==> config.mk <==
export PLATFORM = sky130hd
export DESIGN_NAME = battery_level_detect_control
export DESIGN_NICKNAME = d
export VERILOG_FILES = /design/src/bld_pkg.sv /design/src/time_counter.sv /design/src/battery_level_detect_control.sv
export SDC_FILE = /design/constraint.sdc
export NUM_CORES = 1
export LEC_CHECK = 0
export ABC_AREA = 1
export BUFFER_PORTS_ARGS = -buffer_cell sky130_fd_sc_hd__clkbuf_2
export CORE_UTILIZATION = 30
export CTS_CLUSTER_DIAMETER = 150
export CTS_CLUSTER_SIZE = 30
export DETAILED_ROUTE_END_ITERATION = 10
export SYNTH_ARGS = -nofsm -noshare
export SYNTH_HDL_FRONTEND = slang
export SYNTH_HIERARCHICAL = 1
export SYNTH_SLANG_ARGS = --single-unit
==> constraint.sdc <==
create_clock -name clk -period 2.9 [get_ports clk]
set_input_delay 0.29 -clock clk [delete_from_list [all_inputs] [get_ports clk]]
set_output_delay 0.29 -clock clk [all_outputs]
set_load 0.005 [all_outputs]
==> src/bld_pkg.sv <==
// package: register map, reset values and timing constants for battery level detect control
package bld_pkg;
    // ------------------------------------------------------------
    // register map
    // ------------------------------------------------------------
    localparam logic [3:0] ctrl_addr = 4'h0;
    localparam logic [3:0] detect_addr = 4'h4;
    localparam logic [3:0] status_addr = 4'h8;
    localparam int heavy_load_pos = 0;
    localparam int fast_clock_pos = 1;
    localparam int low_volt_pos = 2;
    localparam int load_done_pos = 3;
    localparam int shared_pos = 0;
    localparam int settled_pos = 1;
    localparam int hold_pos = 2;
    localparam int recover_pos = 3;
    localparam int strobe_over_pos = 4;
    localparam logic [31:0] ctrl_reset = 32'h0000_0000;
    localparam logic [1:0] resp_okay = 2'h0;
    localparam logic [1:0] resp_slverr = 2'h2;
    // ------------------------------------------------------------
    // timing
    // ------------------------------------------------------------
    localparam int clk_mhz = 200;
    localparam int settle_us = 100;
    localparam int settle_cycles = settle_us * clk_mhz;
    localparam int hold_ms = 600;
    localparam int hold_cycles = hold_ms * 1000 * clk_mhz;
    localparam int recover_ms = 1000;
    localparam int recover_cycles = recover_ms * 1000 * clk_mhz;
    localparam int strobe_max_ms = 10;
    localparam int strobe_max_cycles = strobe_max_ms * 1000 * clk_mhz;
endpackage

==> src/time_counter.sv <==
// module: down counter that reports when a loaded time has elapsed
module time_counter #(
    parameter int width = 28
) (
    input wire logic clk,
    input wire logic sys_rst,
    input wire logic clk_en,
    input wire logic start,
    input wire logic stop,
    input wire logic [width-1:0] load_value,
    output logic busy,
    output logic done
);
    logic [width-1:0] count_r;
    logic done_r;

    always_ff @(posedge clk) begin
        if (sys_rst) begin
            count_r <= '0;
            done_r <= 1'b0;
        end else if (clk_en) begin
            if (stop) begin
                count_r <= '0;
                done_r <= 1'b0;
            end else if (start) begin
                count_r <= load_value;
                done_r <= 1'b0;
            end else if (count_r != '0) begin
                count_r <= count_r - 1'b1;
                if (count_r == {{(width-1){1'b0}}, 1'b1}) begin
                    done_r <= 1'b1;
                end
            end
        end
    end

    assign busy = (count_r != '0);
    assign done = done_r;
endmodule

==> src/battery_level_detect_control.sv <==
// module: battery level detector control with heavy load protection, axi4-lite registers
// Behaviour
// result counts as valid only after detector has been on 100 us.
// slow clock, mode-started: software reads result one instruction after setting mode.
// slow clock, strobe-started: software holds strobe 100 us, clears it, then reads.
// fast clock variant keeps heavy load mode set at least 0.6 s.
// fast clock, mode-started: software waits 0.6 s before reading result.
// fast clock, strobe-started: software sets mode, strobes 100 us, clears, reads.
// strobe and result share one bit: write drives strobe, read returns result.
// software uses plain writes for the strobe, never read-modify-write.
// low-voltage variant: wait 1 s or pulse strobe before leaving protection mode.
// standard and fast variants return to normal mode without a software sequence.
// strobe set during protection mode is cleared by software within 10 ms.
module battery_level_detect_control #(
    parameter int settle_count = bld_pkg::settle_cycles,
    parameter int hold_count = bld_pkg::hold_cycles,
    parameter int recover_count = bld_pkg::recover_cycles,
    parameter int strobe_max_count = bld_pkg::strobe_max_cycles
) (
    input wire logic clk,
    input wire logic sys_rst,
    input wire logic clk_en,
    input wire logic [3:0] s_axi_awaddr,
    input wire logic s_axi_awvalid,
    output logic s_axi_awready,
    input wire logic [31:0] s_axi_wdata,
    input wire logic [3:0] s_axi_wstrb,
    input wire logic s_axi_wvalid,
    output logic s_axi_wready,
    output logic [1:0] s_axi_bresp,
    output logic s_axi_bvalid,
    input wire logic s_axi_bready,
    input wire logic [3:0] s_axi_araddr,
    input wire logic s_axi_arvalid,
    output logic s_axi_arready,
    output logic [31:0] s_axi_rdata,
    output logic [1:0] s_axi_rresp,
    output logic s_axi_rvalid,
    input wire logic s_axi_rready,
    input wire logic comparator_in,
    output logic detector_on,
    output logic protection_mode
);
    localparam int cw = 28;

    // ------------------------------------------------------------
    // pin input synchroniser
    // ------------------------------------------------------------
    logic cmp_meta_r;
    logic cmp_sync_r;

    always_ff @(posedge clk) begin
        if (sys_rst) begin
            cmp_meta_r <= 1'b0;
            cmp_sync_r <= 1'b0;
        end else if (clk_en) begin
            cmp_meta_r <= comparator_in;
            cmp_sync_r <= cmp_meta_r;
        end
    end

    // ------------------------------------------------------------
    // axi4-lite write channel
    // ------------------------------------------------------------
    logic aw_held_r;
    logic w_held_r;
    logic [3:0] aw_addr_r;
    logic [31:0] w_data_r;
    logic [3:0] w_strb_r;
    logic bvalid_r;
    logic [1:0] bresp_r;
    logic wr_go;

    assign s_axi_awready = !aw_held_r && !bvalid_r;
    assign s_axi_wready = !w_held_r && !bvalid_r;
    assign wr_go = aw_held_r && w_held_r && !bvalid_r;

    always_ff @(posedge clk) begin
        if (sys_rst) begin
            aw_held_r <= 1'b0;
            w_held_r <= 1'b0;
            aw_addr_r <= 4'h0;
            w_data_r <= 32'h0000_0000;
            w_strb_r <= 4'h0;
            bvalid_r <= 1'b0;
            bresp_r <= bld_pkg::resp_okay;
        end else if (clk_en) begin
            if (s_axi_awvalid && s_axi_awready) begin
                aw_held_r <= 1'b1;
                aw_addr_r <= s_axi_awaddr;
            end
            if (s_axi_wvalid && s_axi_wready) begin
                w_held_r <= 1'b1;
                w_data_r <= s_axi_wdata;
                w_strb_r <= s_axi_wstrb;
            end
            if (wr_go) begin
                aw_held_r <= 1'b0;
                w_held_r <= 1'b0;
                bvalid_r <= 1'b1;
                bresp_r <= (aw_addr_r == bld_pkg::ctrl_addr || aw_addr_r == bld_pkg::detect_addr)
                    ? bld_pkg::resp_okay : bld_pkg::resp_slverr;
            end else if (bvalid_r && s_axi_bready) begin
                bvalid_r <= 1'b0;
            end
        end
    end

    assign s_axi_bvalid = bvalid_r;
    assign s_axi_bresp = bresp_r;

    logic wr_ctrl;
    logic wr_detect;
    assign wr_ctrl = wr_go && aw_addr_r == bld_pkg::ctrl_addr && w_strb_r[0];
    assign wr_detect = wr_go && aw_addr_r == bld_pkg::detect_addr && w_strb_r[0];

    // ------------------------------------------------------------
    // control bits
    // ------------------------------------------------------------
    logic mode_req_r;
    logic fast_clock_r;
    logic low_volt_r;
    logic detect_strobe_bit_r;
    logic load_done_pulse;
    logic hold_busy;
    logic settle_busy;
    logic settle_done;
    logic settled_r;
    logic recover_busy;
    logic recover_done;
    logic strobe_busy;
    logic strobe_done;
    logic strobe_over_r;
    logic battery_low_result_r;
    logic heavy_load_mode_bit;
    logic strobe_seen_r;

    assign load_done_pulse = wr_ctrl && w_data_r[bld_pkg::load_done_pos];

    always_ff @(posedge clk) begin
        if (sys_rst) begin
            mode_req_r <= bld_pkg::ctrl_reset[bld_pkg::heavy_load_pos];
            fast_clock_r <= bld_pkg::ctrl_reset[bld_pkg::fast_clock_pos];
            low_volt_r <= bld_pkg::ctrl_reset[bld_pkg::low_volt_pos];
        end else if (clk_en) begin
            if (wr_ctrl) begin
                mode_req_r <= w_data_r[bld_pkg::heavy_load_pos];
                fast_clock_r <= w_data_r[bld_pkg::fast_clock_pos];
                low_volt_r <= w_data_r[bld_pkg::low_volt_pos];
            end
        end
    end

    // write-only strobe; reads of this bit show the result instead
    always_ff @(posedge clk) begin
        if (sys_rst) begin
            detect_strobe_bit_r <= 1'b0;
        end else if (clk_en && wr_detect) begin
            detect_strobe_bit_r <= w_data_r[bld_pkg::shared_pos];
        end
    end

    // fast clock: mode stays set while hold timer runs
    logic mode_rise;
    assign mode_rise = wr_ctrl && w_data_r[bld_pkg::heavy_load_pos] && !mode_req_r;

    time_counter #(.width(cw)) u_hold (
        .clk(clk),
        .sys_rst(sys_rst),
        .clk_en(clk_en),
        .start(mode_rise && w_data_r[bld_pkg::fast_clock_pos]),
        .stop(1'b0),
        .load_value(cw'(hold_count)),
        .busy(hold_busy),
        .done()
    );

    // low-voltage recovery: protection persists until 1 s or a strobe pulse
    logic recover_pend_r;
    always_ff @(posedge clk) begin
        if (sys_rst) begin
            recover_pend_r <= 1'b0;
            strobe_seen_r <= 1'b0;
        end else if (clk_en) begin
            if (load_done_pulse && low_volt_r) begin
                recover_pend_r <= 1'b1;
                strobe_seen_r <= 1'b0;
            end else if (recover_pend_r) begin
                if (detect_strobe_bit_r && settled_r) begin
                    strobe_seen_r <= 1'b1;
                end
                if (recover_done || (strobe_seen_r && !detect_strobe_bit_r)) begin
                    recover_pend_r <= 1'b0;
                end
            end
        end
    end

    time_counter #(.width(cw)) u_recover (
        .clk(clk),
        .sys_rst(sys_rst),
        .clk_en(clk_en),
        .start(load_done_pulse && low_volt_r),
        .stop(1'b0),
        .load_value(cw'(recover_count)),
        .busy(recover_busy),
        .done(recover_done)
    );

    // standard variant leaves protection as soon as software clears the mode
    assign heavy_load_mode_bit = mode_req_r || hold_busy || (low_volt_r && recover_pend_r);
    assign protection_mode = heavy_load_mode_bit;

    // ------------------------------------------------------------
    // detector power and settle
    // ------------------------------------------------------------
    assign detector_on = heavy_load_mode_bit || detect_strobe_bit_r;

    logic det_on_d_r;
    always_ff @(posedge clk) begin
        if (sys_rst) begin
            det_on_d_r <= 1'b0;
        end else if (clk_en) begin
            det_on_d_r <= detector_on;
        end
    end

    time_counter #(.width(cw)) u_settle (
        .clk(clk),
        .sys_rst(sys_rst),
        .clk_en(clk_en),
        .start(detector_on && !det_on_d_r),
        .stop(!detector_on),
        .load_value(cw'(settle_count)),
        .busy(settle_busy),
        .done(settle_done)
    );

    always_ff @(posedge clk) begin
        if (sys_rst) begin
            settled_r <= 1'b0;
            battery_low_result_r <= 1'b0;
        end else if (clk_en) begin
            settled_r <= settle_done && detector_on;
            if (settle_done && detector_on) begin
                battery_low_result_r <= cmp_sync_r;
            end
        end
    end

    // strobe left on too long in protection mode
    time_counter #(.width(cw)) u_strobe (
        .clk(clk),
        .sys_rst(sys_rst),
        .clk_en(clk_en),
        .start(wr_detect && w_data_r[bld_pkg::shared_pos] && heavy_load_mode_bit),
        // the strobe register is still low on the write edge: let the start win there
        .stop(!detect_strobe_bit_r && !wr_detect),
        .load_value(cw'(strobe_max_count)),
        .busy(strobe_busy),
        .done(strobe_done)
    );

    always_ff @(posedge clk) begin
        if (sys_rst) begin
            strobe_over_r <= 1'b0;
        end else if (clk_en) begin
            if (strobe_done) begin
                strobe_over_r <= 1'b1;
            end else if (wr_ctrl) begin
                strobe_over_r <= 1'b0;
            end
        end
    end

    // ------------------------------------------------------------
    // axi4-lite read channel
    // ------------------------------------------------------------
    logic rvalid_r;
    logic [31:0] rdata_r;
    logic [1:0] rresp_r;

    assign s_axi_arready = !rvalid_r;

    always_ff @(posedge clk) begin
        if (sys_rst) begin
            rvalid_r <= 1'b0;
            rdata_r <= 32'h0000_0000;
            rresp_r <= bld_pkg::resp_okay;
        end else if (clk_en) begin
            if (s_axi_arvalid && !rvalid_r) begin
                rvalid_r <= 1'b1;
                rresp_r <= bld_pkg::resp_okay;
                rdata_r <= 32'h0000_0000;
                unique case (s_axi_araddr)
                    bld_pkg::ctrl_addr: begin
                        rdata_r[bld_pkg::heavy_load_pos] <= heavy_load_mode_bit;
                        rdata_r[bld_pkg::fast_clock_pos] <= fast_clock_r;
                        rdata_r[bld_pkg::low_volt_pos] <= low_volt_r;
                    end
                    bld_pkg::detect_addr: begin
                        rdata_r[bld_pkg::shared_pos] <= battery_low_result_r;
                    end
                    bld_pkg::status_addr: begin
                        rdata_r[bld_pkg::shared_pos] <= battery_low_result_r;
                        rdata_r[bld_pkg::settled_pos] <= settled_r;
                        rdata_r[bld_pkg::hold_pos] <= hold_busy;
                        rdata_r[bld_pkg::recover_pos] <= recover_pend_r;
                        rdata_r[bld_pkg::strobe_over_pos] <= strobe_over_r;
                    end
                    default: begin
                        rresp_r <= bld_pkg::resp_slverr;
                    end
                endcase
            end else if (rvalid_r && s_axi_rready) begin
                rvalid_r <= 1'b0;
            end
        end
    end

    assign s_axi_rvalid = rvalid_r;
    assign s_axi_rdata = rdata_r;
    assign s_axi_rresp = rresp_r;
endmodule

==> results.toml <==
[sta]
tns_ps = 0
worst_slew_pin_slew_ps = 746
slew_viol_final = 0
skew_ps = 10.4
finalSetupViolCount = 0
finalHoldViolCount = 0
period_share_pct = 92.1
slew_headroom_pct = 50.2
fin_crit_ps = 2670
max_clock_freq_mhz = 374
rsz0062_at_grt = "false"
fin_ws_ps = 228

[synth]
yosysWarnings = 6
syn_inst = 1876
avgSynthCellArea_sq_um = 5.82
netlist_area_sq_um = 10900

[clocking]
clkSinkCount = 147
holdBufCountCts = 0
cts_buffer_depth = 2
clock-root-buffer = "clkbuf_16"
path_clk_slew_ps = 60
tritoncts = "yes"
clock_latency_ps = 440
htree_levels = 4
cts_buffers = 17

[finish]
layout-drive-gt1-share_pct = 11.1
antenna_cells = 0
fillers = 3897
syn2layout_area_growth_pct = 14.7
fin_cells = 2497
fin_util_pct = 35.1
nets = 2087

[place]
place_ws_ps = 104
portBuffers = 35
dp.cells = 2465
place.gp.congestion = 0.896
post-dp-hpwl_um = 21700

[drt]
ant_nets = 0
post_drt_via_cell_ratio = 4.58
vias = 11400
drt_first_pass_iters = 8
drtIter0Drc = 862
drc = 14
drt_wl_total_um = 29700
wl_per_cell_um = 11.9

[floorplan]
rows = 69
fp.dieArea_sq_um = 37200
io_pins = 96
die_w_um = 193
core-area_sq_um = 35700
die_y_um = 193
initial_core_util_pct = 30.6

[global_route]
grt_use_total_pct = 16.7
grt_pass1_wl_um = 50200
antenna_found_initial = 0
grt_max_degree = 44
first_global_vias = 10400
grt.overflow.total = 0

[worst_setup_path]
critPathKind = "reg -> reg"
cp.arrival_ps = 2980
cp.required_ps = 3210
worstSetupEndpointType = "flip-flop"
crit_fanout = 15
crit_path_start_kind = "flip-flop"

[power_and_ir_drop]
power_density_nw_per_um2 = 836
max-vdd-ir-drop_mv = 0.459
total_leakage_power_nw = 5.88

[min_path]
hold_path_class = "in -> reg"

[status]
violations = "design-rule violations"
status = "finished, violations left"

[job]
maxCapViolations = 0
state kept, by name, indices dropped and copies added (netlist names), 4 cells and up:
signal             count
aw_addr_r              4
u_settle/count_r      28
w_data_r               4
u_recover/count_r     28
s_axi_rdata            5
u_hold/count_r        28
u_strobe/count_r      28
critical path: stages, from the launching register on:
cell	delay [ps]
dfxtp_1	340
nor2_1	140
nand2_1	80
inv_1	60
nand2_1	50
nor2_2	180
nand4_1	240
inv_1	160
nand3_1	170
nor3b_2	220
nor2_1	200
nand3_4	130
nand2_8	100
buf_4	240
nor2_1	60
a21oi_1	120
nor2_1	50
report_power, final:
group          switching (mW)  total, mW  internal, mW
logic                    3.74       5.63          1.90
registers               0.334       2.65          2.32
clock network           0.975       2.19          1.21
total                    5.04       10.5          5.43
area by class of cell:
cell class	instances	area, sq um	area share, %
Multi-Input combinational cell	1633	7410	59.1
Clock buffer	18	439	3.51
Tap cell	461	577	4.60
Clock inverter	14	128	1.02
Inverter	162	623	4.97
Sequential cell	147	2940	23.5
Timing Repair Buffer	62	408	3.26
timing repair:
item | CTS | global route
resized for setup | 0 | 3
buffers inserted | 0 | 0
setup endpoints to repair | 0 | 8
cells in the final DEF, fill, tap and decap left out, types with 6 or more instances in the layout:
| cell type | count |
|---|---|
| nand4_1 | 59 |
| nand3_4 | 7 |
| inv_1 | 146 |
| clkbuf_16 | 17 |
| clkbuf_2 | 33 |
| o21ai_0 | 81 |
| nor2_4 | 11 |
| or2_2 | 33 |
| nand2_2 | 20 |
| nand3_1 | 99 |
| conb_1 | 150 |
| inv_2 | 8 |
| inv_6 | 6 |
| dfxtp_1 | 147 |
| nor2_2 | 39 |
| a31oi_1 | 8 |
| nand2_1 | 443 |
| buf_4 | 27 |
| a21oi_1 | 126 |
| nor2_1 | 505 |
| o21a_1 | 8 |
| ha_1 | 11 |
path summary, 6_finish.rpt:
path	from	to	slack, ps	cells after the start
max reg2reg	u_hold/count_r[20]$_SDFFE_PP0P_	u_strobe/count_r[2]$_SDFFE_PP0P_	230	16
min reg2reg	u_recover/done$_SDFFE_PP0P_	u_recover/done$_SDFFE_PP0P_	450	2
min	s_axi_rready	s_axi_rvalid$_SDFFE_PP0P_	120	4
max	u_hold/count_r[20]$_SDFFE_PP0P_	u_strobe/count_r[2]$_SDFFE_PP0P_	230	16
metrics by stage:
step | hold slack (ps) | total power [mW] | area (sq um)
floorplan | 425 | 6.98 | 11500
global placement | 442 | 8.19 | 12000
detailed placement | 440 | 8.25 | 12000
CTS | 111 | 10.5 | 12500
global route | 127 | 11.5 | 12500
finish | 124 | 10.5 | 12500
per-layer routing:
metal	wire (um)	global-route usage, %	vias to the layer above
met1	14800	22.1	5044
met5	0	0	-
met4	550	5.54	0
met3	1280	2.87	38
li1	-	-	6100
met2	13100	27.1	262
Power figures use the tool's default switching activity.
